### src/rpm_defs.vh
// Register map and reset values for the receive pattern matcher.
// Assumes a 32-bit AXI4-Lite bus with one register per aligned word.
`ifndef RPM_DEFS_VH
`define RPM_DEFS_VH

// ************************************************************
// Register indices (byte address is four times the index)
// ************************************************************
`define RPM_IDX_PAT_FIRST  12'h4A8
`define RPM_IDX_PAT_LAST   12'h4C7
`define RPM_IDX_MASK_LO    12'h4C8
`define RPM_IDX_MASK_MID   12'h4C9
`define RPM_IDX_MASK_HI_A  12'h4CA
`define RPM_IDX_MASK_HI_B  12'h4CB
`define RPM_IDX_START      12'h4CC
`define RPM_IDX_STATUS     12'h4CD

// ************************************************************
// Field positions and widths
// ************************************************************
`define RPM_PAT_HI_MSB     15
`define RPM_PAT_HI_LSB     8
`define RPM_PAT_LO_MSB     7
`define RPM_PAT_LO_LSB     0
`define RPM_START_MSB      5
`define RPM_START_LSB      0
`define RPM_STAT_LAST_BIT  0
`define RPM_STAT_VALID_BIT 1
`define RPM_STAT_CNT_MSB   31
`define RPM_STAT_CNT_LSB   16

// ************************************************************
// Reset values and bus answers
// ************************************************************
`define RPM_RST_PAT        16'h0000
`define RPM_RST_MASK       16'h0000
`define RPM_RST_START      6'h0C
`define RPM_RESP_OKAY      2'h0
`define RPM_RESP_SLVERR    2'h2

`endif

### src/rpm_frame_cmp.v
// Byte-by-byte comparison of one received frame against the stored pattern.
// Assumes rx inputs come from logic on mclk; the parent supplies the pattern
// byte for cmpPos in the same cycle.
`timescale 1ns/1ps
`include "rpm_defs.vh"

module rpm_frame_cmp #(
   parameter PAT_BYTES = 64
) (
   input  wire                 mclk,      // System clock
   input  wire                 rst_n,     // Synchronous reset, active low
   input  wire                 rxValid,   // Frame byte strobe
   input  wire                 rxSof,     // First byte after delimiter
   input  wire                 rxEof,     // Last byte of frame
   input  wire [7:0]           rxData,    // Frame byte
   input  wire [5:0]           startPt,   // Comparison start offset
   input  wire [PAT_BYTES-1:0] maskAll,   // One mask bit per pattern byte
   input  wire [7:0]           patByte,   // Pattern byte at cmpPos
   output wire [5:0]           cmpPos,    // Pattern position of this byte
   output reg                  doneStb_q, // Frame finished, one cycle
   output reg                  match_q    // Result of finished frame
);

   reg  [7:0]           idx_q;     // Byte index of next frame byte
   reg  [PAT_BYTES-1:0] pend_q;    // Unmasked bytes not yet matched
   reg                  mis_q;     // A compared byte differed
   reg                  inFrame_q; // Between first and last byte
   wire [7:0]           idxCur;
   wire [7:0]           relPos;
   wire                 inWin;
   wire                 live;
   wire [PAT_BYTES-1:0] pendBase;
   wire [PAT_BYTES-1:0] posBit;
   wire                 mustCmp;
   wire [PAT_BYTES-1:0] pendN;
   wire                 misN;

   // Index 0 is the first byte after the delimiter
   assign idxCur   = rxSof ? 8'h00 : idx_q;
   assign relPos   = idxCur - {2'b00, startPt};
   assign inWin    = (idxCur >= {2'b00, startPt}) && (relPos < PAT_BYTES);
   assign cmpPos   = relPos[5:0];
   assign live     = rxValid && (rxSof || inFrame_q);
   // Masks are sampled at frame start so a mid-frame write cannot split a frame
   assign pendBase = rxSof ? ~maskAll : pend_q;
   assign posBit   = {{(PAT_BYTES-1){1'b0}}, 1'b1} << cmpPos;
   assign mustCmp  = live && inWin && ((pendBase & posBit) != {PAT_BYTES{1'b0}});
   assign pendN    = (mustCmp && (patByte == rxData)) ? (pendBase & ~posBit) : pendBase;
   assign misN     = (rxSof ? 1'b0 : mis_q) | (mustCmp && (patByte != rxData));

   // ************************************************************
   // Frame tracking
   // ************************************************************
   always @(posedge mclk) begin
      if (!rst_n) begin
         idx_q     <= 8'h00;
         pend_q    <= {PAT_BYTES{1'b0}};
         mis_q     <= 1'b0;
         inFrame_q <= 1'b0;
         doneStb_q <= 1'b0;
         match_q   <= 1'b0;
      end else begin
         doneStb_q <= 1'b0;
         if (live) begin
            // Saturate so long frames never wrap into the window again
            idx_q     <= (idxCur == 8'hFF) ? 8'hFF : idxCur + 8'h01;
            pend_q    <= pendN;
            mis_q     <= misN;
            inFrame_q <= !rxEof;
            if (rxEof) begin
               doneStb_q <= 1'b1;
               // Unmasked bytes beyond a short frame count as not equal
               match_q   <= !misN && (pendN == {PAT_BYTES{1'b0}});
            end
         end
      end
   end

endmodule // rpm_frame_cmp

### src/rpm_pattern_match.v
// Receive pattern matcher: pattern and mask registers over AXI4-Lite and
// a per-frame comparison of received bytes against the pattern.
// Assumes rx byte strobes come from receive logic on mclk, one byte a cycle.
//
// Functional notes
// - Mask bits for pattern bytes 16 to 31 sit in one 16-bit field, bit n for byte 16+n.
// - Mask bits for pattern bytes 32 to 47 sit in their own 16-bit register.
// - Mask bits for pattern bytes 48 to 63 sit in a third 16-bit register.
// - A mask bit of one removes its pattern byte from the comparison, zero keeps it.
// - A 6-bit start field sets how many bytes after the delimiter comparison begins.
// - Start value zero compares from the first byte after the delimiter, each step one byte later.
// - The start field resets to twelve, skipping both six-byte addresses.
// - The 64 pattern bytes sit two per 16-bit register, higher-numbered byte in the upper half.
// - Mask bits for pattern bytes 0 to 15 sit in a further 16-bit register.
//
// Register access over AXI4-Lite was left to the implementer.
`timescale 1ns/1ps
`include "rpm_defs.vh"

module rpm_pattern_match #(
   parameter ADDR_W    = 14,
   parameter PAT_BYTES = 64
) (
   input  wire              mclk,          // System clock, 40 MHz
   input  wire              rst_n,         // Synchronous reset, active low
   input  wire [ADDR_W-1:0] s_axi_awaddr,  // Write address
   input  wire              s_axi_awvalid, // Write address valid
   output reg               s_axi_awready, // Write address ready
   input  wire [31:0]       s_axi_wdata,   // Write data
   input  wire [3:0]        s_axi_wstrb,   // Write byte lanes
   input  wire              s_axi_wvalid,  // Write data valid
   output reg               s_axi_wready,  // Write data ready
   output reg  [1:0]        s_axi_bresp,   // Write response
   output reg               s_axi_bvalid,  // Write response valid
   input  wire              s_axi_bready,  // Write response ready
   input  wire [ADDR_W-1:0] s_axi_araddr,  // Read address
   input  wire              s_axi_arvalid, // Read address valid
   output reg               s_axi_arready, // Read address ready
   output reg  [31:0]       s_axi_rdata,   // Read data
   output reg  [1:0]        s_axi_rresp,   // Read response
   output reg               s_axi_rvalid,  // Read data valid
   input  wire              s_axi_rready,  // Read data ready
   input  wire              rxValid,       // Received byte strobe
   input  wire              rxSof,         // First byte after delimiter
   input  wire              rxEof,         // Last byte of frame
   input  wire [7:0]        rxData,        // Received byte
   output wire              frameDone,     // Frame evaluated, one cycle
   output wire              patternMatch   // Result, valid with frameDone
);

   // ************************************************************
   // Register storage
   // ************************************************************
   reg  [15:0]          patWord_q [0:31]; // Two pattern bytes per word
   reg  [15:0]          maskLo_q;         // Bytes 0 to 15
   reg  [15:0]          maskMid_q;        // Bytes 16 to 31
   reg  [15:0]          maskHiA_q;        // Bytes 32 to 47
   reg  [15:0]          maskHiB_q;        // Bytes 48 to 63
   reg  [5:0]           start_q;          // Comparison start point
   reg                  lastMatch_q;      // Result of latest frame
   reg                  resValid_q;       // A frame has been evaluated
   reg  [15:0]          matchCnt_q;       // Matching frames, wraps
   reg  [ADDR_W-1:0]    awAddr_q;         // Held write address
   reg                  awHeld_q;
   reg  [31:0]          wData_q;          // Held write data
   reg  [3:0]           wStrb_q;
   reg                  wHeld_q;
   integer              i;

   wire [PAT_BYTES-1:0] maskAll;
   wire [5:0]           cmpPos;
   wire [15:0]          cmpWord;
   wire [7:0]           patByte;
   wire [11:0]          wIdx;
   wire [11:0]          rIdx;
   wire [11:0]          wPatSel;
   wire                 wIsPat;
   wire                 wMapped;
   wire                 doWrite;
   wire                 doRead;
   wire                 cmpDone;
   wire                 cmpMatch;
   wire [32:0]          rdVal;

   // Mask bit n covers pattern byte n across the four mask registers
   assign maskAll = {maskHiB_q, maskHiA_q, maskMid_q, maskLo_q};

   // Even byte in the low half, odd byte in the high half
   assign cmpWord = patWord_q[cmpPos[5:1]];
   assign patByte = cmpPos[0] ? cmpWord[`RPM_PAT_HI_MSB:`RPM_PAT_HI_LSB]
                              : cmpWord[`RPM_PAT_LO_MSB:`RPM_PAT_LO_LSB];

   // ************************************************************
   // Frame comparison
   // ************************************************************
   rpm_frame_cmp #(
      .PAT_BYTES (PAT_BYTES)
   ) uCmp (
      .mclk      (mclk),
      .rst_n     (rst_n),
      .rxValid   (rxValid),
      .rxSof     (rxSof),
      .rxEof     (rxEof),
      .rxData    (rxData),
      .startPt   (start_q),
      .maskAll   (maskAll),
      .patByte   (patByte),
      .cmpPos    (cmpPos),
      .doneStb_q (cmpDone),
      .match_q   (cmpMatch)
   );

   // Both come straight from flip-flops inside the comparator
   assign frameDone    = cmpDone;
   assign patternMatch = cmpMatch;

   // ************************************************************
   // Address decode
   // ************************************************************
   assign wIdx    = awAddr_q[13:2];
   assign rIdx    = s_axi_araddr[13:2];
   assign wIsPat  = (wIdx >= `RPM_IDX_PAT_FIRST) && (wIdx <= `RPM_IDX_PAT_LAST);
   assign wPatSel = wIdx - `RPM_IDX_PAT_FIRST;
   assign wMapped = wIsPat || (wIdx >= `RPM_IDX_MASK_LO && wIdx <= `RPM_IDX_STATUS);
   assign doWrite = awHeld_q && wHeld_q && !s_axi_bvalid;
   assign doRead  = s_axi_arvalid && s_axi_arready;
   assign rdVal   = readReg(rIdx);

   // Merge a 16-bit register with the low two write lanes
   function [15:0] merge16;
      input [15:0] old;
      input [31:0] dat;
      input [3:0]  stb;
      begin
         merge16 = old;
         if (stb[0]) begin
            merge16[7:0] = dat[7:0];
         end
         if (stb[1]) begin
            merge16[15:8] = dat[15:8];
         end
      end
   endfunction

   // Read value of one register index; unmapped reads as zero
   function [32:0] readReg;
      input [11:0] idx;
      reg   [11:0] sub;
      begin
         sub     = idx - `RPM_IDX_PAT_FIRST;
         readReg = {1'b0, 32'h00000000};
         if (idx >= `RPM_IDX_PAT_FIRST && idx <= `RPM_IDX_PAT_LAST) begin
            readReg = {1'b1, 16'h0000, patWord_q[sub[4:0]]};
         end else begin
            case (idx)
               `RPM_IDX_MASK_LO:  readReg = {1'b1, 16'h0000, maskLo_q};
               `RPM_IDX_MASK_MID: readReg = {1'b1, 16'h0000, maskMid_q};
               `RPM_IDX_MASK_HI_A: readReg = {1'b1, 16'h0000, maskHiA_q};
               `RPM_IDX_MASK_HI_B: readReg = {1'b1, 16'h0000, maskHiB_q};
               `RPM_IDX_START:    readReg = {1'b1, 26'h0000000, start_q};
               `RPM_IDX_STATUS:   readReg = {1'b1, matchCnt_q, 14'h0000, resValid_q, lastMatch_q};
               default:           readReg = {1'b0, 32'h00000000};
            endcase
         end
      end
   endfunction

   // ************************************************************
   // Write channel: address and data taken in either order
   // ************************************************************
   always @(posedge mclk) begin
      if (!rst_n) begin
         s_axi_awready <= 1'b0;
         s_axi_wready  <= 1'b0;
         s_axi_bvalid  <= 1'b0;
         s_axi_bresp   <= `RPM_RESP_OKAY;
         awHeld_q      <= 1'b0;
         wHeld_q       <= 1'b0;
         awAddr_q      <= {ADDR_W{1'b0}};
         wData_q       <= 32'h00000000;
         wStrb_q       <= 4'h0;
      end else begin
         // Ready stays low while a beat is held, so one write at a time
         s_axi_awready <= !awHeld_q && !(s_axi_awvalid && s_axi_awready);
         s_axi_wready  <= !wHeld_q && !(s_axi_wvalid && s_axi_wready);
         if (s_axi_awvalid && s_axi_awready) begin
            awHeld_q <= 1'b1;
            awAddr_q <= s_axi_awaddr;
         end
         if (s_axi_wvalid && s_axi_wready) begin
            wHeld_q <= 1'b1;
            wData_q <= s_axi_wdata;
            wStrb_q <= s_axi_wstrb;
         end
         if (doWrite) begin
            s_axi_bvalid <= 1'b1;
            s_axi_bresp  <= wMapped ? `RPM_RESP_OKAY : `RPM_RESP_SLVERR;
         end else if (s_axi_bvalid && s_axi_bready) begin
            s_axi_bvalid  <= 1'b0;
            awHeld_q      <= 1'b0;
            wHeld_q       <= 1'b0;
            s_axi_awready <= 1'b1;
            s_axi_wready  <= 1'b1;
         end
      end
   end

   // ************************************************************
   // Configuration registers
   // ************************************************************
   always @(posedge mclk) begin
      if (!rst_n) begin
         for (i = 0; i < 32; i = i + 1) begin
            patWord_q[i] <= `RPM_RST_PAT;
         end
         maskLo_q  <= `RPM_RST_MASK;
         maskMid_q <= `RPM_RST_MASK;
         maskHiA_q <= `RPM_RST_MASK;
         maskHiB_q <= `RPM_RST_MASK;
         start_q   <= `RPM_RST_START;
      end else if (doWrite) begin
         if (wIsPat) begin
            patWord_q[wPatSel[4:0]] <= merge16(patWord_q[wPatSel[4:0]], wData_q, wStrb_q);
         end
         case (wIdx)
            `RPM_IDX_MASK_LO:   maskLo_q  <= merge16(maskLo_q, wData_q, wStrb_q);
            `RPM_IDX_MASK_MID:  maskMid_q <= merge16(maskMid_q, wData_q, wStrb_q);
            `RPM_IDX_MASK_HI_A: maskHiA_q <= merge16(maskHiA_q, wData_q, wStrb_q);
            `RPM_IDX_MASK_HI_B: maskHiB_q <= merge16(maskHiB_q, wData_q, wStrb_q);
            `RPM_IDX_START: begin
               // Upper bits are reserved and read back as zero
               if (wStrb_q[0]) begin
                  start_q <= wData_q[`RPM_START_MSB:`RPM_START_LSB];
               end
            end
            default: begin
            end
         endcase
      end
   end

   // ************************************************************
   // Match status, updated once per finished frame
   // ************************************************************
   always @(posedge mclk) begin
      if (!rst_n) begin
         lastMatch_q <= 1'b0;
         resValid_q  <= 1'b0;
         matchCnt_q  <= 16'h0000;
      end else if (cmpDone) begin
         lastMatch_q <= cmpMatch;
         resValid_q  <= 1'b1;
         if (cmpMatch) begin
            matchCnt_q <= matchCnt_q + 16'h0001;
         end
      end
   end

   // ************************************************************
   // Read channel: data registered one cycle after the address
   // ************************************************************
   always @(posedge mclk) begin
      if (!rst_n) begin
         s_axi_arready <= 1'b0;
         s_axi_rvalid  <= 1'b0;
         s_axi_rdata   <= 32'h00000000;
         s_axi_rresp   <= `RPM_RESP_OKAY;
      end else begin
         if (doRead) begin
            s_axi_arready <= 1'b0;
            s_axi_rvalid  <= 1'b1;
            s_axi_rdata   <= rdVal[31:0];
            s_axi_rresp   <= rdVal[32] ? `RPM_RESP_OKAY : `RPM_RESP_SLVERR;
         end else if (s_axi_rvalid && s_axi_rready) begin
            s_axi_rvalid  <= 1'b0;
            s_axi_arready <= 1'b1;
         end else if (!s_axi_rvalid) begin
            s_axi_arready <= 1'b1;
         end
      end
   end

endmodule // rpm_pattern_match

### config.mk
export PLATFORM = sky130hd
export DESIGN_NAME = rpm_pattern_match
export DESIGN_NICKNAME = d
export VERILOG_FILES = /design/src/rpm_frame_cmp.v /design/src/rpm_pattern_match.v
export VERILOG_INCLUDE_DIRS = /design/src
export SDC_FILE = /design/constraint.sdc
export NUM_CORES = 2
export LEC_CHECK = 0
export BUFFER_PORTS_ARGS = -buffer_cell sky130_fd_sc_hd__clkbuf_2
export CAP_MARGIN = 25
export CORE_ASPECT_RATIO = 0.6
export CORE_MARGIN = 2
export CORE_UTILIZATION = 50
export DETAILED_ROUTE_END_ITERATION = 10
export PLACE_DENSITY = 0.74
export SLEW_MARGIN = 20
export SYNTH_ARGS = -nofsm -noshare
export SYNTH_HDL_FRONTEND = slang
export SYNTH_HIERARCHICAL = 1
export SYNTH_SLANG_ARGS = --single-unit
### constraint.sdc
create_clock -name mclk -period 21.3 [get_ports mclk]
set_input_delay 2.13 -clock mclk [delete_from_list [all_inputs] [get_ports mclk]]
set_output_delay 2.13 -clock mclk [all_outputs]
set_load 0.01 [all_outputs]
# Word level (Yosys, flattened, before mapping)
# Memory sizes are Yosys's and may differ from the RTL's.
# Index checks and enable logic that the tools add are counted.
[word_totals] ff_bits=239 ram_bits=512 memories=1 input_bits=82
[op_classes] mux=43 n_bitwise=6 order_cmp=8 eq_ne=17 n_reduce_logical=48 shifts=1 n_addsub=5
[memory_table] memory="patWord_q" words=32 width=16 read_ports=2 rd_clocked_by_memory_dff=0 write_ports=32 line="rpm_pattern_match.v:54" text="reg [15:0] patWord_q [0:31];"
[op_table] op="33-bit one-hot mux with 6 select lines" count=1
[op_table] op="12-bit by 11-bit == test with 1-bit output, second input constant" count=11
[op_table] op="64-bit bitwise AND" count=2
[op_table] op="64-bit 2-to-1 mux" count=2
[op_table] op="64-bit NOT" count=2
[op_table] op="8-bit 2-to-1 mux" count=11
[op_table] op="64-bit logical NOT" count=1
[op_table] op="64-bit nonzero test" count=1
[op_table] op="1-bit by 6-bit left shift with 64-bit output, first input constant" count=1
[op_table] op="12-bit by 11-bit greater-or-equal comparator with 1-bit output, second input constant" count=3
[op_table] op="12-bit by 11-bit less-or-equal comparator with 1-bit output, second input constant" count=3
[op_table] op="33-bit 2-to-1 mux" count=1
[op_table] op="3-bit AND reduction" count=9
[op_table] op="1-bit 2-to-1 mux" count=23
[op_table] op="1-bit logical AND" count=19
[op_table] op="16-bit by 1-bit adder with 16-bit output, second input constant" count=1
[op_table] op="16-bit 2-to-1 mux" count=1
[op_table] op="16-bit OR reduction" count=1
[op_table] op="2-bit AND reduction" count=5
[op_table] op="5-bit by 4-bit subtractor with 5-bit output, second input constant" count=2
[op_table] op="8-bit by 1-bit adder with 8-bit output, second input constant" count=1
[op_table] op="8-bit == test" count=1
[op_table] op="8-bit == test, second input constant" count=1
[op_table] op="8-bit by 6-bit greater-or-equal comparator with 1-bit output" count=1
[op_table] op="13 further kinds" count=24

# Longest topological paths before layout
[logic_depth] word_depth=10 mapped_depth=35 depth_no_buf=26

# By module
# Netlist, hierarchy kept.
[by_module_without_submodules] module="rpm_pattern_match" cells_per_inst=2661 area_per_inst_um2=34911.0 seq_area_each_um2=18557.8 instances=1
[by_module_without_submodules] module="rpm_frame_cmp" cells_per_inst=876 area_per_inst_um2=6254.7 seq_area_each_um2=1521.5 instances=1

# Worst setup path after synthesis
# OpenSTA, ideal clock, no wires.
[synth_path] kind="in2reg" startpoint="input rxSof" endpoint="register uCmp.match_q" path_buffers=11 setup_ns=0.069 slack_ns=12.350 arrival_time_ns=8.881 stages=30 path_cell_list="buf_2 -> buf_4 -> buf_4 -> buf_2 -> buf_2 -> clkbuf_1 -> nor2b_1 -> inv_1 -> ha_1 -> fa_1 -> xnor2_1 -> xnor2_4 -> inv_2 -> buf_2 -> buf_2 -> buf_4 -> buf_2 -> buf_2 -> mux4_2 -> a2111oi_0 -> o32ai_1 -> xnor2_1 -> nand4_1 -> nor3_1 -> nand2_1 -> o31a_1 -> or4_1 -> nor4_1 -> nand4_1 -> o21ai_1"
[synth_between] word_cells_on_any_way=28
[synth_rtl] element="start, declared" line="rpm_pattern_match.v:44" text="input wire rxSof,"
[synth_rtl] element="8-bit 2-to-1 mux *" line="rpm_frame_cmp.v:39" text="assign idxCur = rxSof ? 8'h00 : idx_q;"
[synth_rtl] element="8-bit by 6-bit subtractor with 8-bit output *" line="rpm_frame_cmp.v:40" text="assign relPos = idxCur - {2'b00, startPt};"
[synth_rtl] element="via cmpPos[2]" line="rpm_pattern_match.v:71" text="wire [5:0] cmpPos;"
[synth_rtl] element="memory 32 x 16 bit *"
[synth_rtl] element="8-bit 2-to-1 mux *" line="rpm_pattern_match.v:90" text="assign patByte = cmpPos[0] ? cmpWord[`RPM_PAT_HI_MSB:`RPM_PAT_HI_LSB]"
[synth_rtl] element="via patByte[6]" line="rpm_pattern_match.v:73" text="wire [7:0] patByte;"
[synth_rtl] element="8-bit == test or 8-bit inequality test (tied branches)" line="rpm_frame_cmp.v:48, rpm_frame_cmp.v:49"
[synth_rtl] element="1-bit logical AND (on tied branches)" line="rpm_frame_cmp.v:48, rpm_frame_cmp.v:49"
[synth_rtl] element="64-bit 2-to-1 mux or 1-bit OR (tied branches)" line="rpm_frame_cmp.v:48, rpm_frame_cmp.v:49"
[synth_rtl] element="64-bit logical NOT or 1-bit logical NOT (tied branches)" line="rpm_frame_cmp.v:73" text="match_q <= !misN && (pendN == {PAT_BYTES{1'b0}});"
[synth_rtl] element="1-bit logical AND *" line="rpm_frame_cmp.v:73"
[synth_rtl] element="end signal, assigned" line="rpm_frame_cmp.v:73"
[synth_rtl] element="end, declared" line="rpm_frame_cmp.v:21" text="output reg match_q"
# The timed path passes the listed nets; every way through them passes the cells marked *.
# A chain may end at the register's enable or synchronous reset.

# Worst setup path in the final report
# Ends and elaborated chain as after synthesis.

==> results.txt <==
- Post-route cell area: around 45000 µm²
* Routed met2 length: about 54000 µm
* Data required time at the worst endpoint: 21.86 ns
- The synthesized netlist devotes between 10% and 20% of its cell area to compound gates.
- Status: complete, no violations
- Die H: approximately 230 µm
- After legalization and detailed placement, the total HPWL measured around 96000 µm.
- Power density cells: 73.7 nW/µm²
* Largest stage delay on the critical path: 0.80 ns
- The worst register-to-register path begins at uCmp/idx_q[0]$_SDFFE_PN0P_.
- For the finished layout, the period the worst path requires is between 10 and 15 ns.
* Area occupied by registers: between 20000 and 25000 µm²
- CTS HTree Levels: 3
- The longest clock path from root to sink contains 3 buffers.
- Headroom to the max-slew limit came out at 23.8%.
- After Yosys synthesis, XOR and XNOR cells account for less than 1% of the synthesized area.
* Main synth FF type: sky130_fd_sc_hd__edfxtp_1
- Overall die area: 84700 µm²
- The worst register-to-register path ends at uCmp/match_q$_SDFFE_PN0P_.
- Post-route clock period utilization: 50.3%
- Routed met3 length: 24700 µm
- The worst register-to-register path has a depth of 25.
* Number of violations of the max-capacitance limit: 0
- The clock reaches the later pin of the worst-skew pair after around 0.66 ns.
* Critical path capture point type: register
- After the first detailed-routing iteration, the DRC count stood at between 5000 and 6000.
- Share of final-layout standard cells stronger than drive strength 1: roughly a fifth
- For this run, design rule violations remaining after detail routing come to 0.
* # Post-CTS Setup Buffers: 0
* Leak Pwr: 0.0157 µW
- Clock power frac: about two fifths
- The net count of the finished layout is ~3600.
- The floorplan step set the die width to 374 µm.
- Along the worst hold path, the cell count comes to 2.
- Arrival time at the worst endpoint: 11.27 ns
- Setup violations remaining at the end of the flow were counted as 0.
- Setup repair after global routing missed its margin: no
- Slew Limit Fails: 0
* Cell area after synthesis: 41200 µm²
* Peak supply drop: 67.7 µV
* Pin count of the biggest net entering global routing: 96
* Wire length reported by the detailed router: approximately 140000 µm
- In this run, synthesis inferred about 500 flip-flops with an integrated enable.
- Type of the tightest min-delay check: reg -> reg
- Antenna cells: 0
- The largest individual stage delay along the critical path comes from the cell sky130_fd_sc_hd__nor2_1.
* Reported net switching power: 846 µW
- The number of gates resized after CTS was 0.
- TritonCTS built the clock tree.
- Register area share after synthesis: roughly 49%
- Number of antenna violations at the first check in global routing: 3
* Placed inst area: between 40000 and 50000 µm²
- Total power for the finished layout comes to about 3300 µW.
* Area share of and/or/nand/nor cells after synthesis: approximately 18%
- Global routing used about a third of the available tracks.
* Fraction of registers with async set/reset: 0%
- The count of nets left with antenna violations once routing finished came out at 0.
* Combinational share of power: between 10% and 20%
* Average size of a mapped cell: 11.6 µm²
- By startpoint and endpoint, the worst setup path is classified as in -> reg.
- Post-CTS Hold Fix Bufs: 0
- Post-detailed-route via-to-cell ratio: 6.73
- Count of vias placed by the detailed router: between 30000 and 40000
- The worst hold path begins at uCmp/pend_q[38]$_SDFFE_PN0P_.
- Counting the fill cells in the layout gives 6870.
- 125 I/O pins were placed.
- By area, the combinational part of the netlist is dominated by simple AND/OR/NAND/NOR gates.
- In this run switching power makes up ~26% of total power.
- Routability-driven placement congestion ratio: 1.02
* Worst Max-Slew Pin Slew: approximately 1.1 ns
* CP bufs+invs: 5
- Routed wire length per instance: around 30 µm
- For the final routed database, the setup TNS stands at 0 ns.
* Number of placed cells counting well taps: about 4500
* Vias in the first global route: ~29000
* Multi-input combinational cell area: approximately 20000 µm²
- The internal portion of the total power is 2460 µW.
* Post-route non-filler standard cell count: roughly 4700
* Hold Path End: uCmp/pend_q[38]$_SDFFE_PN0P_
* Number of storage elements in the synthesis netlist: between 700 and 800
* Synth cell types: between 100 and 150
- In this run, CTS created clock tree buffers numbering 70.
- The cell sitting at the root of the clock tree is a sky130_fd_sc_hd__clkbuf_16.
- The worst setup path is launched from an input port.
* Number of iterations in the first detailed-routing pass: 9
- Warning count from the yosys run: 6
* Number of core rows: 81
* Count of input and output buffers: 100
- After synthesis, the share of cell area in mux cells is ~17%.
- Of the total synthesized cell area, the portion taken by full adders, half adders and majority gates is 0.261%.
- Post-CTS clock slew at the launch and capture registers of the worst setup and hold paths: approximately 0.070 ns
- After detailed routing, the wire length on met1 is 56500 µm.
* Overflow after GRT: 0
* Clock sink total: around 750
* R2r setup slk: 12.16 ns
- Of the total power, registers draw between 40 and 50%.
- Signal routing reaches up to met5.
- First-pass GRT wire length: between 150000 and 200000 µm
* Floorplan core area: 81500 µm²
- Starting density of the core: 50.5%
* Setup clock skew after layout: around 0.028 ns
- Relative to the synthesized area, the layout overhead comes to 8.83%.
- Hold violation total from the final report: 0
- Max frequency: ~93 MHz
* Synth Instances: ~3500
- Crit-path leading delay family: simple AND/OR/NAND/NOR gates
- Crit Path Max Fanout: 80
-- power by group through the flow --
| stage | combinational (µW) | clock, µW | sequential, µW |
|---|---|---|---|
| after global placement | 341 | 0 | 1650 |
| after floorplan | 233 | 0 | 1640 |
| after CTS | 346 | 1310 | 1620 |
| after global routing | 374 | 1370 | 1630 |
| final | 361 | 1310 | 1630 |
| after detailed placement | 345 | 0 | 1660 |
-- cell usage in the layout, fill, tap and decap left out, types with 12 or more instances in the layout --
| cell type | count |
|---|---|
| sky130_fd_sc_hd__a211o_1 | 12 |
| sky130_fd_sc_hd__a21boi_0 | 120 |
| sky130_fd_sc_hd__a21o_1 | 15 |
| sky130_fd_sc_hd__a21oi_1 | 83 |
| sky130_fd_sc_hd__a22o_1 | 20 |
| sky130_fd_sc_hd__a22oi_1 | 29 |
| sky130_fd_sc_hd__and2_1 | 558 |
| sky130_fd_sc_hd__and3_1 | 15 |
| sky130_fd_sc_hd__buf_4 | 108 |
| sky130_fd_sc_hd__clkbuf_1 | 19 |
| sky130_fd_sc_hd__clkbuf_16 | 75 |
| sky130_fd_sc_hd__clkbuf_2 | 97 |
| sky130_fd_sc_hd__dfxtp_1 | 233 |
| sky130_fd_sc_hd__edfxtp_1 | 512 |
| sky130_fd_sc_hd__inv_1 | 28 |
| sky130_fd_sc_hd__mux2_2 | 13 |
| sky130_fd_sc_hd__mux2i_1 | 114 |
| sky130_fd_sc_hd__mux4_2 | 252 |
| sky130_fd_sc_hd__nand2_1 | 364 |
| sky130_fd_sc_hd__nand2b_1 | 18 |
| sky130_fd_sc_hd__nand3_1 | 39 |
| sky130_fd_sc_hd__nand4_1 | 24 |
| sky130_fd_sc_hd__nor2_1 | 155 |
| sky130_fd_sc_hd__nor2_2 | 12 |
| sky130_fd_sc_hd__nor2b_1 | 45 |
| sky130_fd_sc_hd__nor3_1 | 33 |
| sky130_fd_sc_hd__o21ai_0 | 152 |
| sky130_fd_sc_hd__o221ai_1 | 25 |
| sky130_fd_sc_hd__o22ai_1 | 37 |
| sky130_fd_sc_hd__o31ai_1 | 20 |
| sky130_fd_sc_hd__o32ai_1 | 13 |
| sky130_fd_sc_hd__xnor2_1 | 21 |
-- cells by family (layout without fill, tap and decap cells) --
| logic type | count (synthesis) | after routing |
|---|---|---|
| simple gates | 1352 | 1352 |
| flops | 747 | 747 |
| compound gates | 692 | 692 |
| mux | 379 | 379 |
| buf+inv | 328 | 371 |
| xor+xnor | 30 | 30 |
| fa+ha+maj | 8 | 8 |
| other cells | 1 | 2 |
-- state kept, by name, indices dropped and copies added, names as in the netlist, 2 cells and up --
register / cells
maskMid_q: 16
maskHiA_q: 16
patWord_q: 512
matchCnt_q: 16
s_axi_rdata: 32
start_q: 6
maskHiB_q: 16
wStrb_q: 2
uCmp/pend_q: 64
uCmp/idx_q: 8
maskLo_q: 16
wData_q: 16
awAddr_q: 12
-- per-layer routing --
metal / vias up / track usage (%)
li1: 13200 / -
met4: 8 / 7.65
met1: 15400 / 48.6
met3: 277 / 14.4
met2: 2485 / 41.6
met5: - / 1.83
-- synth_stat cells (all sizes together) (9+ instances only) --
cell type	count	share of area, %
o31ai	20	0.36
nand4	25	0.42
mux2i	114	2.8
o221ai	25	0.53
nor3	36	0.47
a221oi	9	0.19
a211oi	12	0.23
a211o	12	0.26
mux4	252	14
a21o	15	0.27
o32ai	14	0.32
nand2b	19	0.31
o211ai	12	0.23
inv	33	0.30
nand2	374	3.5
nor2	167	1.6
o311ai	12	0.30
dfxtp	235	11
a22o	20	0.43
nand3	45	0.61
and3	15	0.23
nor2b	45	0.68
a2111oi	14	0.31
buf	123	1.9
nand3b	10	0.18
xnor2	24	0.59
a21boi	137	2.6
clkbuf	172	1.6
and2	558	8.5
a22oi	29	0.53
mux2	13	0.36
nor4	11	0.27
o22ai	38	0.59
or3	11	0.18
edfxtp	512	37
a21oi	85	1.1
o21ai	165	2.0
-- through the flow --
step / worst slack [ns] / hold WS [ns] / util, %
after global routing: 10.58 / 0.487 / 55.0
after floorplan: 12.35 / 0.440 / -
final: 10.58 / 0.467 / 55.0
after global placement: 10.33 / 0.449 / 52.1
after detailed placement: 10.61 / 0.457 / 52.1
after CTS: 11.25 / 0.465 / 54.9
-- tightest hold or removal path, stage by stage (launching register included) --
cell and delay [ns]:
sky130_fd_sc_hd__dfxtp_1 0.31, sky130_fd_sc_hd__nand2_1 0.05, sky130_fd_sc_hd__a21boi_0 0.07
-- how the worst max path moves through the flow --
stage / from / end / slack (ns) / cells after the start
2_1_floorplan: rxSof / uCmp/match_q$_SDFFE_PN0P_ / 12.35 / 30
3_3_place_gp: rxSof / uCmp/match_q$_SDFFE_PN0P_ / 10.33 / 25
3_5_place_dp: rxSof / uCmp/match_q$_SDFFE_PN0P_ / 10.61 / 25
4_1_cts: rxSof / uCmp/match_q$_SDFFE_PN0P_ / 11.25 / 25
5_1_grt: rxSof / uCmp/match_q$_SDFFE_PN0P_ / 10.58 / 26
6_report: rxSof / uCmp/match_q$_SDFFE_PN0P_ / 10.58 / 25
-- area by class of cell --
class                           count  area share, %
Sequential cell                   747           44.8
Multi-Input combinational cell   2463           43.7
Clock buffer                      104           4.64
Timing Repair Buffer              211           3.01
Tap cell                         1079           3.01
Clock inverter                     23          0.539
Inverter                           33          0.304
Power figures use the tool's default switching activity.
